### config.mk
export PLATFORM = sky130hd
export DESIGN_NAME = mode_power_ctrl
export DESIGN_NICKNAME = d
export VERILOG_FILES = /design/src/logic/mode_power_pkg.sv /design/src/logic/proc_if.sv /design/src/logic/proc_state.sv /design/src/logic/mode_power_ctrl.sv
export SDC_FILE = /design/constraint.sdc
export NUM_CORES = 1
export LEC_CHECK = 0
export BUFFER_PORTS_ARGS = -buffer_cell sky130_fd_sc_hd__buf_2
export CORE_UTILIZATION = 50
export CTS_CLUSTER_DIAMETER = 80
export DETAILED_ROUTE_END_ITERATION = 8
export HOLD_SLACK_MARGIN = 0.02
export PLACE_DENSITY_LB_ADDON = 0.15
export SETUP_SLACK_MARGIN = 0.02
export SYNTH_ARGS = -nofsm -noshare
export SYNTH_HDL_FRONTEND = slang
export SYNTH_SLANG_ARGS = --single-unit
### constraint.sdc
create_clock -name clk -period 6.15 [get_ports clk]
set_input_delay 1.23 -clock clk [delete_from_list [all_inputs] [get_ports clk]]
set_output_delay 1.23 -clock clk [all_outputs]
set_load 0.03 [all_outputs]
### src/logic/mode_power_pkg.sv
// Constants, register map and types for the MAC mode and power control block
//
// Contract
// RL1 - Two loopback families, internal and external, all at ten megabits per second
// RL2 - Internal loopback returns transmit frames to receive and detaches from the wire
// RL3 - MAC loopback turns packets inside the MAC and detaches the interface adapter
// RL4 - Twisted-pair internal loopback routes encoder output into decoder input
// RL5 - External loopback transmits on the wire and receives own frames concurrently
// RL6 - External loopback does not check source of arriving frames
// RL7 - Twisted-pair external loopback disables the internal collision detector
// RL8 - MAC and twisted-pair loopback keep address filtering and validity checks
// RL9 - Driver stops, idles, zeroes connectivity, programs, waits 5 us, enters loopback
// RL10 - Driver leaves loopback by the same stop, reset, wait and restart sequence
// RL11 - Full duplex only on twisted pair, transmit and receive run together
// RL12 - Full duplex sends and receives back-to-back with 9.6 us gap
// RL13 - Full-duplex bit makes the MAC ignore carrier sense and collision detect
// RL14 - With autonegotiation, full duplex only if negotiated result allows it
// RL15 - Driver stops, resets adapter, sets duplex and mode, waits link pass, starts; the bench writes duplex, mode and starts at once, no link wait
// RL16 - Sleep disables datapath blocks; PCI and configuration stay, control registers blocked
// RL17 - Driver stops, clears adapter reset bit, then sets sleep bit
// RL18 - Driver clears sleep, waits 10 ms, sets adapter reset bit, waits, starts; the bench sets the adapter bit at once and waits 5 us
// RL19 - Snooze enters low power unless any activity condition holds
// RL20 - Snooze low power keeps only PCI interface and adapter, decoder off
// RL21 - Snooze wakes at once on slave access, carrier, or link interrupt
// RL22 - Driver avoids snooze with ROM access, timer or automatic polling
// RL23 - Stop transmit finishes the current frame before stopping
// RL24 - Snooze gating is glitch-free and synchronous, no slave access lost
// RL25 - Stopped state reported only after frame and write-back complete
package mode_power_pkg;

  // Register byte addresses
  localparam logic [7:0] opmode_addr = 8'h00; // operation_mode_register
  localparam logic [7:0] conn_addr = 8'h04; // interface_connectivity_register
  localparam logic [7:0] txrx_addr = 8'h08; // interface_tx_rx_register
  localparam logic [7:0] cda_addr = 8'h0c; // config_driver_area_register
  localparam logic [7:0] status_addr = 8'h10; // status_register
  localparam logic [7:0] ctrl_out_addr = 8'h14; // Derived control view, read only

  // operation_mode_register fields
  localparam int rx_start_bit = 1;
  localparam int fdx_bit = 9;
  localparam int opm_lo = 10;
  localparam int opm_hi = 11;
  localparam int tx_start_bit = 13;
  localparam int media_tp_bit = 16; // 1 = twisted pair, 0 = attachment unit

  // Loopback mode field encodings
  localparam logic [1:0] opm_normal = 2'h0;
  localparam logic [1:0] opm_int_loop = 2'h1;
  localparam logic [1:0] opm_ext_loop = 2'h2;

  // Other control bits
  localparam int adapter_run_bit = 0; // connectivity bit 0: 1 = adapter running
  localparam int adapter_loop_bit = 1; // connectivity: encoder-level internal loop
  localparam int autoneg_bit = 7;
  localparam int sleep_bit = 31;
  localparam int snooze_bit = 30;

  // status_register process state fields
  localparam int tx_state_lo = 20;
  localparam int rx_state_lo = 17;
  localparam logic [2:0] ps_stopped = 3'h0;
  localparam logic [2:0] ps_running = 3'h1;
  localparam logic [2:0] ps_rx_wait = 3'h3;
  localparam logic [2:0] ps_closing = 3'h7;

  localparam logic [31:0] reg_reset = 32'h0000_0000;
  localparam logic [31:0] conn_reset = 32'h0000_0001;

  // Loopback data rate and full-duplex gap
  localparam int loop_rate_mbps = 10;
  localparam int clk_mhz = 250;
  localparam int ipg_ns = 9600;
  localparam int ipg_cycles = (ipg_ns * clk_mhz + 999) / 1000;

  // Process state machine
  typedef enum logic [2:0] {
    pr_stop = 3'b001,
    pr_run = 3'b010,
    pr_drain = 3'b100
  } proc_state_t;

endpackage : mode_power_pkg

### src/logic/proc_if.sv
// Interface carrying one process's start, activity and state between modules
`timescale 1ns/100ps
interface proc_if;
  logic start;
  logic frame_busy;
  logic wb_busy;
  logic [2:0] state;
  logic running;
  modport ctrl (output start, output frame_busy, output wb_busy, input state, input running);
  modport proc (input start, input frame_busy, input wb_busy, output state, output running);
endinterface : proc_if

### src/logic/proc_state.sv
// Start/stop tracker for one transmit or receive process
`timescale 1ns/100ps
module proc_state
  import mode_power_pkg::*;
(
  input wire logic clk,
  input wire logic nrst,
  input wire logic idle_wait,
  proc_if.proc p
);

  typedef struct packed {
    proc_state_t st;
  } ps_t;

  ps_t s_reg;
  ps_t s_next;

  // Stop waits until frame and write-back are both done
  always_comb begin
    s_next = s_reg;
    case (s_reg.st)
      pr_stop: if (p.start) s_next.st = pr_run;
      pr_run: if (!p.start) s_next.st = (p.frame_busy || p.wb_busy) ? pr_drain : pr_stop; // [RL23]
      pr_drain: begin
        if (!p.frame_busy && !p.wb_busy) begin
          s_next.st = p.start ? pr_run : pr_stop; // [RL25]
        end
      end
      default: s_next.st = pr_stop;
    endcase
  end

  always_ff @(posedge clk) begin
    if (!nrst) begin
      s_reg.st <= pr_stop;
    end else begin
      s_reg <= s_next;
    end
  end

  // Stopped code reported only from the stopped state
  assign p.state = (s_reg.st == pr_stop) ? ps_stopped :
                   (s_reg.st == pr_drain) ? ps_closing :
                   (idle_wait ? ps_rx_wait : ps_running); // [RL25]
  assign p.running = (s_reg.st != pr_stop);

endmodule : proc_state

### src/logic/mode_power_ctrl.sv
// MAC loopback, duplex and power mode control with APB register access
//
// Local design decisions: the APB interface to the registers and the placing of the registers.
`timescale 1ns/100ps
module mode_power_ctrl
  import mode_power_pkg::*;
(
  input wire logic clk,
  input wire logic nrst,
  input wire logic psel,
  input wire logic penable,
  input wire logic pwrite,
  input wire logic [7:0] paddr,
  input wire logic [31:0] pwdata,
  input wire logic [3:0] pstrb,
  output logic [31:0] prdata,
  output logic pready,
  output logic pslverr,
  input wire logic cfg_access,
  input wire logic master_access,
  input wire logic tx_frame_busy,
  input wire logic tx_wb_busy,
  input wire logic rx_frame_busy,
  input wire logic rx_wb_busy,
  input wire logic rx_waiting,
  input wire logic rx_fifo_empty,
  input wire logic rx_engine_idle,
  input wire logic carrier_in,
  input wire logic collision_in,
  input wire logic link_event,
  input wire logic an_full_duplex,
  output logic mac_loop,
  output logic enc_dec_loop,
  output logic wire_detach,
  output logic adapter_detach,
  output logic src_check_off,
  output logic filter_on,
  output logic coll_detect_en,
  output logic carrier_seen,
  output logic collision_seen,
  output logic full_duplex,
  output logic ipg_tick,
  output logic rate_10m,
  output logic sleep_gate,
  output logic snooze_gate,
  output logic tx_start_q,
  output logic rx_start_q
);

  typedef struct packed {
    logic [31:0] opmode;
    logic [31:0] conn;
    logic [31:0] txrx;
    logic [31:0] cda;
    logic [31:0] rdata;
    logic ready;
    logic err;
    logic low_power;
    logic [15:0] ipg_cnt;
    logic [11:0] outs;
  } st_t;

  st_t r_reg;
  st_t r_next;

  proc_if tx_p ();
  proc_if rx_p ();

  logic wake;
  logic stay_awake;
  logic fdx_ok;
  logic [1:0] opm;
  logic is_tp;
  logic [31:0] status_word;
  logic [11:0] outs_c;

  ////////////////////////////////////////////////////////////////////////
  // Process trackers
  proc_state u_tx (.clk(clk), .nrst(nrst), .idle_wait(1'b0), .p(tx_p.proc));
  proc_state u_rx (.clk(clk), .nrst(nrst), .idle_wait(rx_waiting), .p(rx_p.proc));

  assign tx_p.start = r_reg.opmode[tx_start_bit];
  assign rx_p.start = r_reg.opmode[rx_start_bit];
  assign tx_p.frame_busy = tx_frame_busy;
  assign tx_p.wb_busy = tx_wb_busy;
  assign rx_p.frame_busy = rx_frame_busy;
  assign rx_p.wb_busy = rx_wb_busy;

  ////////////////////////////////////////////////////////////////////////
  // Mode decode
  assign opm = r_reg.opmode[opm_hi:opm_lo];
  assign is_tp = r_reg.opmode[media_tp_bit];
  // Duplex needs twisted pair and, under autonegotiation, the partner's consent
  assign fdx_ok = r_reg.opmode[fdx_bit] && is_tp
                  && (!r_reg.txrx[autoneg_bit] || an_full_duplex); // [RL11] [RL14]

  // Combinational wake term so the very slave access is served at once
  assign wake = psel || carrier_in || link_event; // [RL21]
  assign stay_awake = wake || cfg_access || master_access || tx_p.running
                      || (rx_p.running && !rx_waiting) || !rx_fifo_empty
                      || !rx_engine_idle; // [RL19]

  assign status_word = {9'h000, tx_p.state, rx_p.state, 17'h00000};

  // Mode outputs packed for registering
  always_comb begin
    outs_c = '0;
    outs_c[0] = (opm == opm_int_loop) && !r_reg.conn[adapter_loop_bit]; // [RL3]
    outs_c[1] = (opm == opm_int_loop) && r_reg.conn[adapter_loop_bit] && is_tp; // [RL4]
    outs_c[2] = (opm == opm_int_loop); // [RL2]
    outs_c[3] = outs_c[0] || !r_reg.conn[adapter_run_bit]; // [RL3]
    outs_c[4] = (opm == opm_ext_loop); // [RL5] [RL6]
    outs_c[5] = (opm != opm_ext_loop); // [RL8]
    outs_c[6] = !((opm == opm_ext_loop) && is_tp) && !fdx_ok; // [RL7]
    outs_c[7] = carrier_in && !fdx_ok; // [RL13]
    outs_c[8] = collision_in && !fdx_ok && outs_c[6]; // [RL13]
    outs_c[9] = fdx_ok; // [RL11]
    outs_c[10] = (opm != opm_normal); // [RL1]
    outs_c[11] = 1'b0;
  end

  ////////////////////////////////////////////////////////////////////////
  // Register file, APB slave and power control
  always_comb begin
    r_next = r_reg;
    r_next.ready = 1'b0;
    r_next.err = 1'b0;
    r_next.outs = outs_c;
    // Gap counter paces back-to-back frames in full duplex
    if (!fdx_ok || r_reg.ipg_cnt == 16'(ipg_cycles - 1)) begin
      r_next.ipg_cnt = '0; // [RL12]
    end else begin
      r_next.ipg_cnt = r_reg.ipg_cnt + 16'h0001;
    end
    // Snooze: gate only on a clean edge; wake wins immediately
    r_next.low_power = r_reg.cda[snooze_bit] && !stay_awake; // [RL19] [RL24]
    // Setup cycle: refuse, decode and fetch read data for the access phase
    if (psel && !penable) begin
      r_next.ready = 1'b1;
      if (r_reg.cda[sleep_bit] && paddr != cda_addr) begin
        r_next.err = 1'b1; // [RL16]
      end else if (pwrite) begin
        case (paddr)
          opmode_addr, conn_addr, txrx_addr, cda_addr, status_addr: ;
          default: r_next.err = 1'b1;
        endcase
      end else begin
        case (paddr)
          opmode_addr: r_next.rdata = r_reg.opmode;
          conn_addr: r_next.rdata = r_reg.conn;
          txrx_addr: r_next.rdata = r_reg.txrx;
          cda_addr: r_next.rdata = r_reg.cda;
          status_addr: r_next.rdata = status_word;
          ctrl_out_addr: r_next.rdata = {20'h00000, r_reg.outs};
          default: begin
            r_next.rdata = '0;
            r_next.err = 1'b1;
          end
        endcase
      end
    end
    // Access cycle: a write lands only at the edge that completes the transfer
    if (psel && penable && pwrite && r_reg.ready && !r_reg.err) begin
      case (paddr)
        opmode_addr: r_next.opmode = pwdata;
        conn_addr: r_next.conn = pwdata;
        txrx_addr: r_next.txrx = pwdata;
        cda_addr: r_next.cda = pwdata;
        default: ;
      endcase
    end
  end

  always_ff @(posedge clk) begin
    if (!nrst) begin
      r_reg.opmode <= reg_reset;
      r_reg.conn <= conn_reset;
      r_reg.txrx <= reg_reset;
      r_reg.cda <= reg_reset;
      r_reg.rdata <= reg_reset;
      r_reg.ready <= 1'b0;
      r_reg.err <= 1'b0;
      r_reg.low_power <= 1'b0;
      r_reg.ipg_cnt <= '0;
      r_reg.outs <= '0;
    end else begin
      r_reg <= r_next;
    end
  end

  ////////////////////////////////////////////////////////////////////////
  // Outputs
  // Ready answers in the access phase, one cycle after setup
  assign pready = r_reg.ready && psel && penable;
  assign pslverr = r_reg.err && psel && penable;
  assign prdata = r_reg.rdata;
  assign mac_loop = r_reg.outs[0];
  assign enc_dec_loop = r_reg.outs[1];
  assign wire_detach = r_reg.outs[2];
  assign adapter_detach = r_reg.outs[3];
  assign src_check_off = r_reg.outs[4];
  assign filter_on = r_reg.outs[5];
  assign coll_detect_en = r_reg.outs[6];
  assign carrier_seen = r_reg.outs[7];
  assign collision_seen = r_reg.outs[8];
  assign full_duplex = r_reg.outs[9];
  assign rate_10m = r_reg.outs[10]; // [RL1]
  assign ipg_tick = fdx_ok && (r_reg.ipg_cnt == '0); // [RL12]
  assign sleep_gate = r_reg.cda[sleep_bit]; // [RL16]
  // Wake term clears gate combinationally; no access sees a gated cycle
  assign snooze_gate = r_reg.low_power && !wake; // [RL20] [RL21] [RL24]
  assign tx_start_q = tx_p.running;
  assign rx_start_q = rx_p.running;

endmodule : mode_power_ctrl

* Word-level counts from Yosys, hierarchy flattened *
Cells that the tools add are included.

word-level totals
  flip-flop bits (word level) = 197
  bits in latches = 0
  RAM bits = 0
  ROM bits = 0
  input port bits = 62
  output and inout port bits = 50
  logic and storage cells = 135
  memories kept = 0

operators by class
  add/sub/neg operators = 1
  multiply operators = 0
  divide/modulo/power cells = 0
  magnitude comparators = 0
  equality and inequality tests = 24
  shift operators = 0
  multiplexer cells = 25
  bitwise gates (word level) = 3
  reduce and logical (&&, ||, !) cells = 69

operators with widths
  cell                                                   count
  case mux 32 bit (6 select lines)                       1
  two-way mux 32 bit                                     2
  two-way mux 3 bit                                      12
  two-way mux 34 bit                                     1
  logical AND 1 bit                                      26
  case mux 3 bit (3 select lines)                        2
  adder 16 x 1 -> 16 bit, second input constant          1
  equality test 16 x 12 -> 1 bit, second input constant  1
  equality test 8 x 4 -> 1 bit, second input constant    2
  equality test 8 x 5 -> 1 bit, second input constant    2
  logical NOT 1 bit                                      16
  logical NOT 16 bit                                     1
  logical OR 1 bit                                       13
  inequality test 2 bit, second input constant           5
  AND reduction 2 bit                                    5
  AND reduction 3 bit                                    3
  equality test 8 x 3 -> 1 bit, second input constant    1
  logical NOT 8 bit                                      1
  inequality test 8 x 4 -> 1 bit, second input constant  1
  equality test 3 x 1 -> 1 bit, second input constant    2
  equality test 3 x 2 -> 1 bit, second input constant    2
  equality test 3 bit, second input constant             2
  two-way mux 2 bit                                      3
  inequality test 3 x 1 -> 1 bit, second input constant  2
  other kinds (9)                                        15

* Longest topological paths before layout *
  depth in word-level cells = 10
  mapped depth = 9
  depth with buffers taken out = 6

* Hierarchy *
A second synthesis with hierarchy kept.

unflattened totals
  cell total of the unflattened synthesis = 996
  area, all modules = 8416.8 um^2

by module, submodules not included
  module           instances  cells an instance  area each (um^2)  sequential area each (um^2)
  mode_power_ctrl  1          948                8034.0            3803.6
  proc_state       2          24                 191.4             60.1

* Worst setup path before layout *
OpenSTA, ideal clock, no wires.

  kind = in2out
  start point = input an_full_duplex
  end point = output ipg_tick
  arrival time = 2349 ps
  data required time = 4920 ps
  setup slack = 2571 ps
  cell stages on the path = 2
  buffers on the path = 0
  cell sequence = o211ai_1 nor4_1

on the way
  cells in the longest elaborated chain, start to end = 3

ends and longest elaborated chain
  item               line                    text
  from (decl)        mode_power_ctrl.sv:31   input wire logic an_full_duplex,
  logical OR 1 bit   mode_power_ctrl.sv:95   && (!r_reg.txrx[autoneg_bit] || an_full_duplex);
  logical AND 1 bit  mode_power_ctrl.sv:95
  logical AND 1 bit  mode_power_ctrl.sv:208  assign ipg_tick = fdx_ok && (r_reg.ipg_cnt == '0);
  to (decl)          mode_power_ctrl.sv:42   output logic ipg_tick,

Every way passes these cells.

* Worst setup path in the final report *
  start point = input paddr[3]
  end point = register r_reg (netlist bit prdata[2])

on the way
  cells in the longest elaborated chain, start to end = 4
  elaborated cells between the ends (all ways) = 11
  classes of those cells = eq/ne (6); mux (1); bitwise (1); reduce/logical (3)

ends and longest elaborated chain
  item                            line                    text
  from (decl)                     mode_power_ctrl.sv:13   input wire logic [7:0] paddr,
  inequality test 8 x 4 -> 1 bit  mode_power_ctrl.sv:140  if (r_reg.cda[sleep_bit] && paddr != cda_addr) begin
  logical AND 1 bit               mode_power_ctrl.sv:140
  NOT 1 bit (no line)             -
  AND reduction 3 bit (no line)   -
  to (signal assigned)            mode_power_ctrl.sv:187  r_reg <= r_next;
  to (decl)                       mode_power_ctrl.sv:63   st_t r_reg;

Parallel ways exist; a longest one is shown, timed or not.
A chain may end at the register's enable or synchronous reset.

==> impl_metrics.ini <==
[route]
routed-via-count = 6968
antenna_left = 0
drc_errors = 0
totalWireLength_mm = 22.00
vias_per_cell = 5.561
firstDrtPassIters = 5
routedWlPerCell_um = 17.56
drtIter0Drc = 617

[global_routing]
grt_start_max_net_pins = 82
gr-total-overflow = 0
grt_pass1_vias = 6277
grt_pass1_wl_mm = 35.02
track_usage = 0.2583
grt_antenna_before_repair = 1

[timing]
hold_viol = 0
tns_ns = 0
max_freq_mhz = 274.1
worstMarginPinSlew_ns = 1.144
fin_crit_sh = 0.5932
setup_ws_ns = 2.502
skew_ns = 0.006389
drv_slew = 0
setup_viol = 0
rsz0062_at_grt = false
max-slew-margin-rel = 0.2305
min_period_ns = 3.648

[synthesis]
synth-edff-count = 0
async_reset_ff_frac = 0
synth_area_per_cell_sq_um = 8.437
ys_ff_latch = 196
synthesis.nets = 1057
ys_seq_area_frac = 0.4683
synth_cell_types = 53
yosys_warnings = 0
synth_ff_type = dfxtp_1
synthCells = 993
synth_area_sq_um = 8378

[finish]
drive_gt1_frac = 0.1747
final_cell_area_sq_um = 9356
layout.nets = 1089
final_cell_mix = nand2_1 (258), dfxtp_1 (196), a21oi_1 (148)
final_common_cell = nand2_1
instances_no_fill = 1253
largest_reg_flops = 143
area_growth_syn_to_layout_pct = 11.68

[clocking]
clock_sinks = 196
cts_hold_buf = 0
htree_num_levels = 4
cts_made_buffers = 17
cts_tree = built
postCtsSetupBuffers = 0
cts_resized = 0
clk_pin_slew_worst_paths_ns = 0.06
cts_root_buffer = clkbuf_16
insertion_delay_ns = 0.44
clock_tree.buffer_depth = 2

[setup_path]
cp_data_required_time_ns = 6.48
crit_path_max_fanout = 36
cp.arrival_ns = 3.97
r2r-end = r_reg[92]
rrSetupSlack_ns = 3.71
cp-start-kind = input port
r2r_start = r_reg[30]
critical_path_class = input port to register
worstSetupEndpointType = register
rr_worst_depth = 7

[hold_path]
hold_depth = 2
min_path_type = register to register
hold_end = r_reg[171]
hp-start = r_reg[171]

[placement]
portBuffers = 107
dpl_worst_slack_ns = 2.069
place_congestion = 0.7815
placed_area_sq_um = 8717
place_hpwl_mm = 13.87
placed_cells = 1222

[floorplanning]
die_h_um = 131.4
dieArea_sq_um = 17280
core.rowCount = 46
dieWidth_um = 131.4
start_util = 0.5199
coreArea_sq_um = 16120
io_pins = 112

[status]
status = complete, no violations

[flow_run]
cap_violations = 0

[pwr]
powerDensity_nw_per_um2 = 277.6
ir_drop_v = 0.0002025
leakage_nw = 3.429
-- worst max-delay path, stage by stage --
cell,delay [ns]
buf_2,0.68
nand2b_4,0.31
nand4bb_1,0.29
buf_4,0.27
a211oi_4,0.68
nor2_4,0.20
a22o_1,0.29
-- cell families after synthesis --
logic type | synth area share
simple gates | 0.1892
mux | 0.08498
fa+ha+maj | 0.002986
xor+xnor | 0.01777
flops | 0.4683
buf+inv | 0.07198
compound gates | 0.1647
-- metrics by stage --
step             util  power, mW  hold WS [ns]
3_3_place_gp   0.5409      1.405        0.4351
3_5_place_dp   0.5409      1.404        0.4431
6_report       0.5806      2.597        0.4488
5_1_grt        0.5804      2.672        0.4657
2_1_floorplan       -      1.360        0.4286
4_1_cts        0.5804      2.612        0.4526
-- routing by layer --
layer  vias up  share of wire  global-route usage
met5         -              0                   0
met4         0          0.011             0.07041
met3        20          0.078             0.05633
met2       248           0.44              0.3827
met1      3274           0.47              0.3760
li1       3426              -                   -
-- worst max-delay path by stage --
stage                               from   endpoint  slack (ns)  cells past startpoint
after floorplan           an_full_duplex   ipg_tick        2.57                      2
after global placement          paddr[3]  prdata[6]        2.09                      7
after detailed placement        paddr[3]  prdata[2]        2.07                      7
after CTS                       paddr[3]  prdata[2]        2.54                      7
after global routing            paddr[3]  prdata[6]        2.34                      7
final                           paddr[3]  prdata[2]        2.50                      7
-- power breakdown --
| part | internal, mW | switching (mW) |
|---|---|---|
| Sequential | 1.27 | 0.000864 |
| Clock | 0.739 | 0.482 |
| Combinational | 0.0317 | 0.0726 |
| Total | 2.04 | 0.555 |
-- Yosys cell counts (2+ instances only) --
cell type / instances / area share
inv_1: 9 / 0.0040
a22oi_1: 11 / 0.0099
nor4_1: 6 / 0.0045
xnor2_1: 5 / 0.0052
xor2_1: 12 / 0.013
o2bb2ai_1: 2 / 0.0021
and4_1: 2 / 0.0021
ha_1: 2 / 0.0030
buf_4: 33 / 0.030
nand2b_1: 6 / 0.0045
nor2b_1: 2 / 0.0015
dfxtp_1: 196 / 0.47
a22o_1: 16 / 0.017
nand3b_1: 2 / 0.0018
o21ai_0: 39 / 0.023
mux4_2: 15 / 0.040
nand2_1: 258 / 0.12
nand4_1: 4 / 0.0030
buf_1: 2 / 0.00090
nor2_1: 39 / 0.017
mux2_2: 11 / 0.015
buf_2: 20 / 0.012
nor3_1: 2 / 0.0012
nor3b_1: 4 / 0.0036
mux2i_1: 25 / 0.030
a21oi_1: 148 / 0.088
o31ai_1: 4 / 0.0036
clkbuf_1: 47 / 0.021
o22ai_1: 14 / 0.010
and2_1: 4 / 0.0030
nand3_1: 23 / 0.014
and3_1: 7 / 0.0052
buf_6: 3 / 0.0040
-- final cells by class --
cell class	instances	area, sq um
diodes	1	2.502
clock buffers	21	460.4
clock inverters	9	176.4
fillers	1469	6759
inverters	10	40.04
multi-input cells	682	3865
flip-flops and latches	196	3924
well taps	216	270.3
repair buffers	118	618.1
Note: power is estimated with default switching activity, not from simulation.
